File: src/inc/arex_defs.vh
`ifndef AREX_DEFS_VH
`define AREX_DEFS_VH
// ----------------------------------------
// Register indices; byte address is four times the index
// ----------------------------------------
`define AREX_VOLTAGE_SOURCE_ADDR 8'h05
`define AREX_EXC_MAGNITUDE_ADDR 8'h06
`define AREX_EXC_ROUTING_ADDR 8'h07
// ----------------------------------------
// Reset values
// ----------------------------------------
`define AREX_VOLTAGE_SOURCE_RST 8'h10
`define AREX_EXC_MAGNITUDE_RST 8'h00
`define AREX_EXC_ROUTING_RST 8'hFF
// ----------------------------------------
// Field positions in the voltage source register
// ----------------------------------------
`define AREX_POS_BUF_BIT 5
`define AREX_NEG_BUF_BIT 4
`define AREX_SEL_HI 3
`define AREX_SEL_LO 2
`define AREX_CFG_HI 1
`define AREX_CFG_LO 0
// ----------------------------------------
// Field codes
// ----------------------------------------
`define AREX_SEL_FIRST 2'h0
`define AREX_SEL_SECOND 2'h1
`define AREX_SEL_INTERNAL 2'h2
`define AREX_CFG_OFF 2'h0
`define AREX_CFG_ON_PD 2'h1
`define AREX_CFG_ALWAYS 2'h2
`define AREX_MAG_MAX 4'h9
// ----------------------------------------
// Bus responses
// ----------------------------------------
`define AREX_RESP_OKAY 2'h0
`define AREX_RESP_SLVERR 2'h2
`endif

File: src/logic/arex_regs.v
`timescale 1ns/1ps
`include "arex_defs.vh"
// Behaviour
// Positive buffer bypass bit resets to 0; 1 bypasses the buffer.
// Negative buffer bypass bit resets to 1; writing 0 enables it.
// Select 00 first pair, 01 second pair, 10 internal, 11 reserved.
// Internal config resets to 00 off; 01 on but off in power-down.
// Internal config 10 is always on; 11 is reserved.
// Host should bypass both buffers when the internal source is used.
// Host turns the internal source on before enabling excitation.
// Magnitude register at 06h resets to 00h, both sources off.
// Host writes zeros in magnitude bits 7:4; they reset to zero.
// Magnitude 0 off, 1 to 9 give 10 to 2000 uA, 10 to 15 off.
// One magnitude code drives both excitation sources alike.
// Routing register at 07h resets to FFh.
module arex_regs (
    input wire clk_sys_in, // System clock, 10 MHz
    input wire reset_n_in, // Async reset, low
    input wire ce_in, // Clock enable
    input wire [31:0] s_axi_awaddr, // Write address
    input wire s_axi_awvalid, // Write address valid
    output wire s_axi_awready, // Write address ready
    input wire [31:0] s_axi_wdata, // Write data
    input wire [3:0] s_axi_wstrb, // Write strobes
    input wire s_axi_wvalid, // Write data valid
    output wire s_axi_wready, // Write data ready
    output reg [1:0] s_axi_bresp, // Write response
    output reg s_axi_bvalid, // Write response valid
    input wire s_axi_bready, // Write response ready
    input wire [31:0] s_axi_araddr, // Read address
    input wire s_axi_arvalid, // Read address valid
    output wire s_axi_arready, // Read address ready
    output reg [31:0] s_axi_rdata, // Read data
    output reg [1:0] s_axi_rresp, // Read response
    output reg s_axi_rvalid, // Read valid
    input wire s_axi_rready, // Read ready
    input wire power_down_in, // Device in power-down
    output reg positive_buffer_bypass_out, // 1 bypasses pos buffer
    output reg negative_buffer_bypass_out, // 1 bypasses neg buffer
    output reg [1:0] reference_input_select_out, // Reference source
    output reg select_reserved_out, // Reserved select code held
    output reg internal_source_on_out, // Internal source powered
    output reg config_reserved_out, // Reserved config code held
    output reg [3:0] excitation_source_one_out, // Source one code
    output reg [3:0] excitation_source_two_out, // Source two code
    output reg excitation_enable_out, // Sources carry current
    output reg [7:0] excitation_routing_out // Routing register
);
    // ----------------------------------------
    // Write channel capture
    // ----------------------------------------
    reg aw_held_q;
    reg [7:0] aw_addr_q;
    reg w_held_q;
    reg [7:0] w_data_q;
    reg w_lane_q;
    wire wr_fire;
    wire [7:0] wr_addr;
    wire wr_map;

    // Hold off new write halves until the response drains
    // Readies low while frozen so no taken half is lost
    assign s_axi_awready = ce_in && !aw_held_q && !s_axi_bvalid;
    assign s_axi_wready = ce_in && !w_held_q && !s_axi_bvalid;
    assign wr_fire = aw_held_q && w_held_q;
    assign wr_addr = aw_addr_q;
    assign wr_map = (wr_addr == `AREX_VOLTAGE_SOURCE_ADDR) ||
                    (wr_addr == `AREX_EXC_MAGNITUDE_ADDR) ||
                    (wr_addr == `AREX_EXC_ROUTING_ADDR);

    always @(posedge clk_sys_in or negedge reset_n_in) begin
        if (!reset_n_in) begin
            aw_held_q <= 1'b0;
            aw_addr_q <= 8'h00;
            w_held_q <= 1'b0;
            w_data_q <= 8'h00;
            w_lane_q <= 1'b0;
            s_axi_bvalid <= 1'b0;
            s_axi_bresp <= `AREX_RESP_OKAY;
        end else if (ce_in) begin
            if (s_axi_awvalid && s_axi_awready) begin
                aw_held_q <= 1'b1;
                // Word index; address bits above 9 alias
                aw_addr_q <= s_axi_awaddr[9:2];
            end
            if (s_axi_wvalid && s_axi_wready) begin
                w_held_q <= 1'b1;
                w_data_q <= s_axi_wdata[7:0];
                w_lane_q <= s_axi_wstrb[0];
            end
            if (wr_fire) begin
                aw_held_q <= 1'b0;
                w_held_q <= 1'b0;
                s_axi_bvalid <= 1'b1;
                s_axi_bresp <= wr_map ? `AREX_RESP_OKAY
                                      : `AREX_RESP_SLVERR;
            end else if (s_axi_bvalid && s_axi_bready) begin
                s_axi_bvalid <= 1'b0;
            end
        end
    end

    // ----------------------------------------
    // Register storage
    // ----------------------------------------
    wire wr_ok;
    wire [7:0] vsrc_q;
    wire [7:0] mag_q;
    wire [7:0] route_q;

    // Only lane 0 carries the 8-bit registers
    assign wr_ok = wr_fire && wr_map && w_lane_q;

    arex_reg8 #(
        .RESET_VAL(`AREX_VOLTAGE_SOURCE_RST) // see R1 see R2
    ) u_vsrc (
        .clk_sys_in(clk_sys_in),
        .reset_n_in(reset_n_in),
        .ce_in(ce_in),
        .wr_in(wr_ok && wr_addr == `AREX_VOLTAGE_SOURCE_ADDR),
        .data_in(w_data_q),
        .value_out(vsrc_q)
    );

    // Upper bits stored as written; host keeps them zero
    arex_reg8 #(
        .RESET_VAL(`AREX_EXC_MAGNITUDE_RST) // see R8
    ) u_mag (
        .clk_sys_in(clk_sys_in),
        .reset_n_in(reset_n_in),
        .ce_in(ce_in),
        .wr_in(wr_ok && wr_addr == `AREX_EXC_MAGNITUDE_ADDR),
        .data_in(w_data_q),
        .value_out(mag_q)
    );

    arex_reg8 #(
        .RESET_VAL(`AREX_EXC_ROUTING_RST)
    ) u_route (
        .clk_sys_in(clk_sys_in),
        .reset_n_in(reset_n_in),
        .ce_in(ce_in),
        .wr_in(wr_ok && wr_addr == `AREX_EXC_ROUTING_ADDR),
        .data_in(w_data_q),
        .value_out(route_q)
    );

    // ----------------------------------------
    // Read channel
    // ----------------------------------------
    assign s_axi_arready = ce_in && !s_axi_rvalid;

    always @(posedge clk_sys_in or negedge reset_n_in) begin
        if (!reset_n_in) begin
            s_axi_rvalid <= 1'b0;
            s_axi_rdata <= 32'h00000000;
            s_axi_rresp <= `AREX_RESP_OKAY;
        end else if (ce_in) begin
            if (s_axi_arvalid && s_axi_arready) begin
                s_axi_rvalid <= 1'b1;
                s_axi_rresp <= `AREX_RESP_OKAY;
                case (s_axi_araddr[9:2])
                    `AREX_VOLTAGE_SOURCE_ADDR: begin
                        s_axi_rdata <= {24'h000000, vsrc_q};
                    end
                    `AREX_EXC_MAGNITUDE_ADDR: begin
                        s_axi_rdata <= {24'h000000, mag_q};
                    end
                    `AREX_EXC_ROUTING_ADDR: begin
                        s_axi_rdata <= {24'h000000, route_q};
                    end
                    default: begin
                        s_axi_rdata <= 32'h00000000;
                        s_axi_rresp <= `AREX_RESP_SLVERR;
                    end
                endcase
            end else if (s_axi_rvalid && s_axi_rready) begin
                s_axi_rvalid <= 1'b0;
            end
        end
    end

    // ----------------------------------------
    // Field decode to analog controls
    // ----------------------------------------
    wire [1:0] sel_f;
    wire [1:0] cfg_f;
    wire [3:0] mag_f;
    wire mag_on;
    reg src_on;

    assign sel_f = vsrc_q[`AREX_SEL_HI:`AREX_SEL_LO];
    assign cfg_f = vsrc_q[`AREX_CFG_HI:`AREX_CFG_LO];
    assign mag_f = mag_q[3:0];
    // Codes above nine are treated as off, not clamped
    assign mag_on = (mag_f != 4'h0) && (mag_f <= `AREX_MAG_MAX);

    always @* begin
        case (cfg_f)
            `AREX_CFG_OFF: src_on = 1'b0;
            `AREX_CFG_ON_PD: src_on = !power_down_in;
            `AREX_CFG_ALWAYS: src_on = 1'b1;
            default: src_on = 1'b0;
        endcase
    end

    // Outputs registered so the analog side sees clean levels
    always @(posedge clk_sys_in or negedge reset_n_in) begin
        if (!reset_n_in) begin
            positive_buffer_bypass_out <= 1'b0;
            negative_buffer_bypass_out <= 1'b1;
            reference_input_select_out <= `AREX_SEL_FIRST;
            select_reserved_out <= 1'b0;
            internal_source_on_out <= 1'b0;
            config_reserved_out <= 1'b0;
            excitation_source_one_out <= 4'h0;
            excitation_source_two_out <= 4'h0;
            excitation_enable_out <= 1'b0;
            excitation_routing_out <= `AREX_EXC_ROUTING_RST;
        end else if (ce_in) begin
            positive_buffer_bypass_out <= vsrc_q[`AREX_POS_BUF_BIT];
            negative_buffer_bypass_out <= vsrc_q[`AREX_NEG_BUF_BIT];
            reference_input_select_out <= sel_f;
            select_reserved_out <= (sel_f == 2'h3);
            internal_source_on_out <= src_on;
            config_reserved_out <= (cfg_f == 2'h3);
            // Same code to both sources keeps them matched
            excitation_source_one_out <= mag_on ? mag_f : 4'h0;
            excitation_source_two_out <= mag_on ? mag_f : 4'h0;
            excitation_enable_out <= mag_on;
            excitation_routing_out <= route_q;
        end
    end
endmodule

File: src/logic/arex_reg8.v
`timescale 1ns/1ps
// ----------------------------------------
// One 8-bit register with reset value
// ----------------------------------------
module arex_reg8 #(
    parameter [7:0] RESET_VAL = 8'h00
) (
    input wire clk_sys_in, // System clock
    input wire reset_n_in, // Async reset, low
    input wire ce_in, // Clock enable
    input wire wr_in, // Write strobe
    input wire [7:0] data_in, // Write data
    output reg [7:0] value_out // Stored value
);
    always @(posedge clk_sys_in or negedge reset_n_in) begin
        if (!reset_n_in) begin
            value_out <= RESET_VAL;
        end else if (ce_in && wr_in) begin
            value_out <= data_in;
        end
    end
endmodule

File: config.mk
export PLATFORM = sky130hd
export DESIGN_NAME = arex_regs
export DESIGN_NICKNAME = d
export VERILOG_FILES = /design/src/logic/arex_regs.v /design/src/logic/arex_reg8.v
export VERILOG_INCLUDE_DIRS = /design/src /design/src/inc
export SDC_FILE = /design/constraint.sdc
export NUM_CORES = 1
export LEC_CHECK = 0
export ABC_CLOCK_PERIOD_IN_PS = 2400
export BUFFER_PORTS_ARGS = -buffer_cell sky130_fd_sc_hd__buf_2
export CAP_MARGIN = 20
export CORE_MARGIN = 2
export CORE_UTILIZATION = 47
export CTS_BUF_LIST = sky130_fd_sc_hd__clkbuf_8
export DETAILED_ROUTE_END_ITERATION = 8
export MAX_ROUTING_LAYER = met4
export PLACE_DENSITY = 0.81
export RECOVER_POWER = 50
export SLEW_MARGIN = 20
export SYNTH_ARGS = -nofsm -noshare
export SYNTH_HDL_FRONTEND = slang
export SYNTH_HIERARCHICAL = 1
export SYNTH_SLANG_ARGS = --single-unit
File: constraint.sdc
create_clock -name clk_sys_in -period 2.4 [get_ports clk_sys_in]
set_input_delay 0.24 -clock clk_sys_in [delete_from_list [all_inputs] [get_ports clk_sys_in]]
set_output_delay 0.24 -clock clk_sys_in [all_outputs]
set_load 0.03 [all_outputs]
==> reports/metrics.cfg, run 1 <==
[cells_and_area]
final_area_sq_um = 3910
stdcell_count = 444
drive_above_1_share_pct = 39.7
finish.utilization_pct = 54.8
nets = 452
area_growth_pct = 14.9
diodes = 0

[routing]
drc = 0
highest_layer = met4
drt-vias-per-instance = 4.86
ant_nets = 0
wl_met3_um = 390
vias = 2158
avgRoutedWirePerCell_um = 14.4
drt-total-wl_mm = 6.38
first_pass_iters = 4
drt-met1-wl_mm = 2.83
drtIter0Drc = 71
met2WireLength_mm = 3.03

[placement]
dp_slack_ns = 0.163
gp_congestion = 0.786
dp_cells = 427
place_area_sq_um = 3760
dpl.hpwl_mm = 4.51
port_buffers = 72

[worst_setup_path]
rr_worst_depth = 5
critical_path_class = reg -> reg
arrival_ns = 2.46
path_max_fanout = 8
start_kind = flop
required_ns = 2.64
crit_path_end_kind = flop

[global_routing]
gr-usage-all-layers_pct = 18.2
grt_pass1_wl_mm = 10.3
grt_max_degree = 50
antenna_found_initial = 0
grt_overflow = 0
grt_pass1_vias = 2158

[cts]
cts_sinks = 75
cts-root-buf = clkbuf_8
clock_path_buffers = 2
ctsResizeCount = 0
numCtsBuffers = 9
cts_tree = built
clkLatencyLatePin_ns = 0.35
cts-htree-levels = 3
clk_pin_slew_ns = 0.08

[power]
p_total_mw = 3.15
vdd_drop_max_v = 0.000648
power.density_nw_per_um2 = 807
p_leak_nw = 1.86

[sta]
holdWs_ns = 0.101
fin_ws_ns = 0.177
skew_ns = 0.00869
rsz0062_at_grt = false
tightest_slew_ns = 1.49
drv_slew = 0
max_freq_mhz = 450
final-hold-violation-count = 0
setup_violations = 0
period_needed_ns = 2.22
fin_crit_sh_pct = 92.6
slew_headroom_pct = 0.612
final.setup.tns_ns = 0

[floorplanning]
coreArea_sq_um = 7140
dieWidth_um = 89.1
initial_utilization_pct = 47.7
num_rows = 31
dieArea_sq_um = 7940
io_pins = 174
die_h_um = 89.1

[synth]
synth_area_sq_um = 3400
yosys.area.top_type_share_pct = 41.9
yosysTopAreaCell = dfrtp_1
synthCells = 266
yosys_warnings = 6
syn_area_per_cell_sq_um = 12.8
ys_seq_area_share_pct = 55.8
ys_top_cells_by_area = dfrtp_1, mux2_2, dfstp_2
synth.distinct_cells = 35
ys_ff_latch = 75

[run_status]
status = completed

[min_path]
hp-class = in -> reg
holdPathStages = 2

[job]
drv_cap = 0

synthesized netlist by cell type (all sizes together):
master and instances:
nor2 3, a2111oi 1, nor3 3, o2111ai 1, dfrtp 57, conb 1
o22ai 1, dfstp 18, nor2b 2, or4b 1, nor3b 2, a22oi 8
o21ai 15, clkbuf 6, nand3 5, nand3b 3, nand2 19, a21oi 1
nand2b 2, or4 2, nor4b 1, and3b 1, o21a 1, ha 3
mux2 62, a21o 2, inv 12, buf 32, o32ai 1
sequential cells by signal (all words and copies together), names as in the netlist, 2 cells and up:
name,cells
aw_addr_q,8
u_mag/value_out,8
excitation_routing_out,8
u_vsrc/value_out,8
u_route/value_out,8
s_axi_rdata,8
excitation_source_two_out,4
w_data_q,8
reference_input_select_out,2
critical path: stages, from the launching register on:
cell and delay [ns]:
dfrtp_1 0.38, or4b_1 0.55, or4_4 0.53, nor3_2 0.14, nand2_2 0.19, mux2_2 0.33
cell families (layout without fill, tap and decap cells):
logic type | after synthesis | in the layout | synth area share (%)
AO/OA/AOI/OAI | 31 | 31 | 5.74
adder cells (fa/ha/maj) | 3 | 3 | 1.10
buffers and inverters | 50 | 104 | 8.90
flip-flops | 75 | 75 | 55.8
multiplexers | 62 | 62 | 20.5
other | 1 | 26 | 0.110
AND/OR/NAND/NOR | 44 | 44 | 7.80
power breakdown:
group          switching (mW)  internal, mW  leakage [nW]
registers               0.182          1.50         0.931
logic                   0.374         0.251         0.833
clock network           0.450         0.394        0.0946
layout by cell type, fill, tap and decap left out, types with 2 or more instances in the layout:
master and count:
nor2_1 3, nand3b_1 3, a22oi_1 8, clkinv_2 2, ha_1 3, dfrtp_1 57
clkbuf_1 28, nor3_2 3, mux2_2 49, nand2b_1 2, nor2b_1 2, nand2_1 16
inv_1 14, nand2_2 3, conb_1 26, nand3_1 5, o21ai_1 6, mux2_1 13
a21o_1 2, dfstp_2 18, buf_2 44, clkbuf_8 10, o21ai_0 9, buf_4 2
cell type report:
class | count | area [sq um]
repair buffers | 76 | 370
fillers | 641 | 3230
multi-input cells | 166 | 1300
inverters | 12 | 45.0
clock buffers | 10 | 138
flip-flops and latches | 75 | 1900
clock inverters | 6 | 33.8
well taps | 99 | 124
routing by layer:
metal  track usage [%]  up-vias
li1                  -     1019
met4              8.41        0
met3              5.17       15
met5                 -        -
met1              23.2     1046
met2              27.1       78
worst paths after layout:
path / start / endpoint / slack [ns]
setup / recovery: aw_addr_q[3] / u_vsrc/value_out[2] / 0.18
hold / removal: s_axi_wdata[4] / w_data_q[4] / 0.10
setup reg to reg: aw_addr_q[3] / u_vsrc/value_out[2] / 0.18
hold reg to reg: w_lane_q / w_lane_q / 0.49
max in group asynchronous: reset_n_in / excitation_routing_out[0] / 0.64
min in group asynchronous: reset_n_in / u_vsrc/value_out[7] / 0.77
repair_timing:
action | 4_1_cts | 5_1_grt
setup buffers | 0 | 0
setup endpoints to repair | 0 | 0
hold buffers | 1 | 0
endpoints found under the hold margin | 21 | 0
No activity file was read; power rests on OpenSTA's default activity.
==> run 2: changes to the inputs <==
--- a/config.mk
+++ b/config.mk
@@ -9,7 +9,7 @@
 export ABC_CLOCK_PERIOD_IN_PS = 2400
 export BUFFER_PORTS_ARGS = -buffer_cell sky130_fd_sc_hd__buf_2
 export CAP_MARGIN = 20
-export CORE_MARGIN = 2
+export CORE_MARGIN = 1.5
 export CORE_UTILIZATION = 47
 export CTS_BUF_LIST = sky130_fd_sc_hd__clkbuf_8
 export DETAILED_ROUTE_END_ITERATION = 8
==> run 2 against run 1 <==
The run now ends with capacitance limit, slew limit left. Clock skew rose by 0.0065 ns. Cell area increased by 0.51%. Register-to-register slack barely moved. First-iteration DRC count grew 110%. Cell count fell by 0.90%. Critical path depth did not move. Worst setup slack worse by 0.0029 ns. Die area decreased by 2.2%. Non-clock buffer count shrank 1. Routed wire length rose by 1.3%.
==> reports/metrics.cfg, run 2 (synthesis results as in run 1) <==
[cells_and_area]
nets = 451
mostFrequentLayoutCell = buf_2
area_growth_pct = 15.5
layout_common_cells = buf_2, dfrtp_1, mux2_2
diodes = 0
nFillCells = 611
drive_above_1_share_pct = 47.4

[placement]
dpl.hpwl_mm = 4.45
gp_congestion = 0.769
port_buffers = 72

[cts]
postCtsHoldBufs = 0
cts_sinks = 75
cts-htree-levels = 3
cts_tree = built
clk_pin_slew_ns = 0.08
ctsResizeCount = 0
cts_setup_buffers = 0
cts-root-buf = clkbuf_8
clock_path_buffers = 2
numCtsBuffers = 9
clkLatencyLatePin_ns = 0.35

[power]
power.density_nw_per_um2 = 825
p_int_mw = 2.23
pwr-share-seq_pct = 52.2
vdd_drop_max_v = 0.000392
p_leak_nw = 1.97
p_clk_share_pct = 28.3
pwr-share-comb_pct = 19.6
swShare_pct = 31.3
p_switching_mw = 1.01

[global_routing]
antenna_found_initial = 0
grt_pass1_wl_mm = 10.4
grt_pass1_vias = 2041
gr-usage-all-layers_pct = 18.7
grt_max_degree = 76
grt_overflow = 0

[sta]
final.setup.tns_ns = 0
rsz0062_at_grt = false
holdWs_ns = 0.103
drv_slew = 76
fin_crit_sh_pct = 92.8
tightest_slew_ns = 1.80
max_freq_mhz = 449
period_needed_ns = 2.23
skew_ns = 0.0152
slew_headroom_pct = -19.9
final-hold-violation-count = 0
setup_violations = 0

[routing]
drc = 0
ant_nets = 0
drt-total-wl_mm = 6.47
drt-vias-per-instance = 4.88
drtIter0Drc = 148
vias = 2145
avgRoutedWirePerCell_um = 14.7
first_pass_iters = 4

[min_path]
hp-class = in -> reg
holdPathStages = 2

[run_status]
violations = capacitance limit, slew limit
status = finished with violations

[worst_setup_path]
start_kind = flop
rr_worst_depth = 5
arrival_ns = 2.45
path_max_fanout = 8
crit_path_end_kind = flop
critical_path_class = reg -> reg
crit_chain = or4b_1, or4_4, nor3_2, nand2_2, mux2_2
max_stage_delay_ns = 0.55
slowest_stage = or4b_1
required_ns = 2.62

[floorplanning]
dieArea_sq_um = 7760
die_h_um = 88.1
coreArea_sq_um = 6910
initial_utilization_pct = 49.3
num_rows = 30
dieWidth_um = 88.1
io_pins = 174

[job]
drv_cap = 1

run 2: power groups by stage:
stage               Combinational, mW  Sequential (mW)  Clock [mW]
finish                          0.634             1.69       0.916
global route                    0.700             1.73        1.00
CTS                             0.645             1.69       0.940
detailed placement              0.644             1.72           0
global placement                0.621             1.69           0
floorplan                       0.435             1.73           0
run 2: path summary, 6_finish.rpt:
check                                     from            endpoint  slack (ns)
worst min-delay path            s_axi_wdata[7]         w_data_q[7]        0.10
worst min register to register  s_axi_rdata[7]      s_axi_rdata[7]        0.49
worst max-delay path              aw_addr_q[3]  u_mag/value_out[2]        0.17
worst max register to register    aw_addr_q[3]  u_mag/value_out[2]        0.17
min in group asynchronous           reset_n_in        s_axi_rvalid        0.37
max in group asynchronous           reset_n_in         w_data_q[2]        0.96
run 2: metal layers:
layer | routed length (um) | global-route usage (%) | share of wire, %
met1 | 3010 | 25.6 | 47
met2 | 3090 | 27.2 | 48
met3 | 296 | 6.03 | 4.6
met4 | 59 | 4.69 | 0.91
met5 | 0 | - | 0
run 2: cell type report:
type | count | area (sq um) | share of cell area [%]
multi-input cells | 166 | 1300 | 33.1
repair buffers | 75 | 379 | 9.65
flip-flops and latches | 75 | 1900 | 48.3
clock inverters | 7 | 62.6 | 1.59
clock buffers | 9 | 124 | 3.15
well taps | 96 | 120 | 3.06
inverters | 12 | 45.0 | 1.15
run 2: through the flow:
step                instances  utilization (%)  total power [mW]  cell area [sq um]  worst slack [ns]
CTS                       440             57.0              3.28               3940             0.158
global placement          424             54.3              2.31               3750             0.215
global route              440             56.9              3.44               3930            0.0594
finish                    440             56.9              3.24               3930             0.174
floorplan                 291                -              2.17               3500             0.351
detailed placement        424             54.3              2.36               3750             0.176
run 2: critical path: cells and delay by family, from the launching register on:
kind             cells  cell delay, ns
and+or+nand+nor      4            1.41
DFF                  1            0.37
muxes                1            0.33
==> run 3: changes to the inputs <==
--- a/config.mk
+++ b/config.mk
@@ -6,15 +6,15 @@
 export SDC_FILE = /design/constraint.sdc
 export NUM_CORES = 1
 export LEC_CHECK = 0
-export ABC_CLOCK_PERIOD_IN_PS = 2400
+export ABC_CLOCK_PERIOD_IN_PS = 2850
 export BUFFER_PORTS_ARGS = -buffer_cell sky130_fd_sc_hd__buf_2
 export CAP_MARGIN = 20
 export CORE_MARGIN = 1.5
-export CORE_UTILIZATION = 47
+export CORE_UTILIZATION = 51
 export CTS_BUF_LIST = sky130_fd_sc_hd__clkbuf_8
 export DETAILED_ROUTE_END_ITERATION = 8
 export MAX_ROUTING_LAYER = met4
-export PLACE_DENSITY = 0.81
+export PLACE_DENSITY = 0.87
 export RECOVER_POWER = 50
 export SLEW_MARGIN = 20
 export SYNTH_ARGS = -nofsm -noshare
==> constraint.sdc (replaced) <==
create_clock -name clk_sys_in -period 2.85 [get_ports clk_sys_in]
set_input_delay 0.285 -clock clk_sys_in [delete_from_list [all_inputs] [get_ports clk_sys_in]]
set_output_delay 0.285 -clock clk_sys_in [all_outputs]
set_load 0.03 [all_outputs]
==> run 3 against run 2 <==
The run now ends clean. Power shrank 9.4%. Cell area grew 0.48%. Largest cell class unchanged. Maximum frequency shrank 1.7%. Largest power group unchanged. Routed wire length shrank 1.6%.
==> reports/metrics.cfg, run 3 (synthesis results as in run 1) <==
[run_status]
status = completed

[sta]
slew_headroom_pct = 23.2
fin_crit_sh_pct = 79.5
final.setup.tns_ns = 0
fin_ws_ns = 0.585
period_needed_ns = 2.26
setup_violations = 0
tightest_slew_ns = 1.15
final-hold-violation-count = 0
rsz0062_at_grt = false
drv_slew = 0
holdWs_ns = 0.142
max_freq_mhz = 442
skew_ns = 0.00883

[global_routing]
antenna_found_initial = 0
globalRouteMet2Util_pct = 29.7
gr-usage-all-layers_pct = 19.3
grt_overflow = 0
use_met1_pct = 24.2
grt_max_degree = 36
groute.layer.met3.usage_pct = 5.41
grt_pass1_vias = 2061
busiest_layer = met2
grt_pass1_wl_mm = 10.1

[power]
vdd_drop_max_v = 0.000510
power.density_nw_per_um2 = 744
p_leak_nw = 1.88
p_total_mw = 2.94

[cts]
cts-root-buf = clkbuf_8
ctsResizeCount = 0
clock_path_buffers = 2
postCtsHoldBufs = 1
cts_setup_buffers = 0
clk_pin_slew_ns = 0.08
cts_tree = built
numCtsBuffers = 9
cts-htree-levels = 3
cts_sinks = 75
clkLatencyLatePin_ns = 0.35

[cells_and_area]
stdcell_count = 423
area_growth_pct = 16.0
diodes = 0
layout_common_cells = dfrtp_1, mux2_2, buf_2
nets = 453
final_area_sq_um = 3950
mostFrequentLayoutCell = dfrtp_1
finish.utilization_pct = 61.8
drive_above_1_share_pct = 38.4

[floorplanning]
dieWidth_um = 84.7
io_pins = 174
die_h_um = 84.7
initial_utilization_pct = 53.3
num_rows = 29
dieArea_sq_um = 7170
coreArea_sq_um = 6390

[routing]
drt-vias-per-instance = 5.13
drtIter0Drc = 88
vias = 2168
first_pass_iters = 7
drt-total-wl_mm = 6.36
drc = 0
avgRoutedWirePerCell_um = 15.0
ant_nets = 0

[worst_setup_path]
crit_path_end_kind = flop
start_kind = flop
critical_path_class = reg -> reg
path_max_fanout = 8
required_ns = 3.09
arrival_ns = 2.51

[placement]
dpl.hpwl_mm = 4.54
dp_slack_ns = 0.617
port_buffers = 72
place_area_sq_um = 3730
gp_congestion = 0.753
dp_cells = 406

[job]
drv_cap = 0

[min_path]
hp-class = in -> reg

## run 3: cell types whose count changed in the layout (fill, tap and decap cells not counted)
cell,change
inv_1,-3
bufinv_16,+2
o21ai_0,+1
clkbuf_1,+28
buf_2,-27
clkbuf_8,+1
o21ai_1,-1
clkinv_4,-1
dfstp_2,-6
dlygate4sd3_1,+1
inv_6,+1
dfstp_1,+6
## run 3: layout make-up
cell class / count / area (sq um)
Fill cell: 545 / 2440
Sequential cell: 75 / 1900
Multi-Input combinational cell: 166 / 1300
Timing Repair Buffer: 77 / 359
Clock buffer: 10 / 138
Clock inverter: 6 / 111
Tap cell: 77 / 96.3
Inverter: 12 / 45.0
## run 3: per-layer routing
metal,up-vias,routed length [um]
li1,1020,-
met1,1055,2820
met2,80,3090
met3,13,349
met4,0,104
met5,-,0
## run 3: report_power, final
group          leakage (nW)  switching, mW  total (mW)  internal [mW]
combinational         0.829          0.315       0.524          0.209
sequential            0.933          0.155        1.42           1.26
clock                 0.123          0.388       0.995          0.606
## run 3: final timing paths
path	depth (start not counted)	to	startpoint	slack (ns)
max reg2reg	5	u_mag/value_out[2]	aw_addr_q[3]	0.59
max	5	u_mag/value_out[2]	aw_addr_q[3]	0.59
min reg2reg	1	aw_addr_q[5]	aw_addr_q[5]	0.49
max in group asynchronous	3	u_vsrc/value_out[6]	reset_n_in	0.86
min in group asynchronous	2	u_mag/value_out[5]	reset_n_in	0.62
min	2	w_data_q[7]	s_axi_wdata[7]	0.14
## run 3: critical path: stages, from the launching register on
cell,delay (ns)
dfrtp_1,0.38
or4b_1,0.54
or4_4,0.53
nor3_2,0.15
nand2_2,0.19
mux2_2,0.37
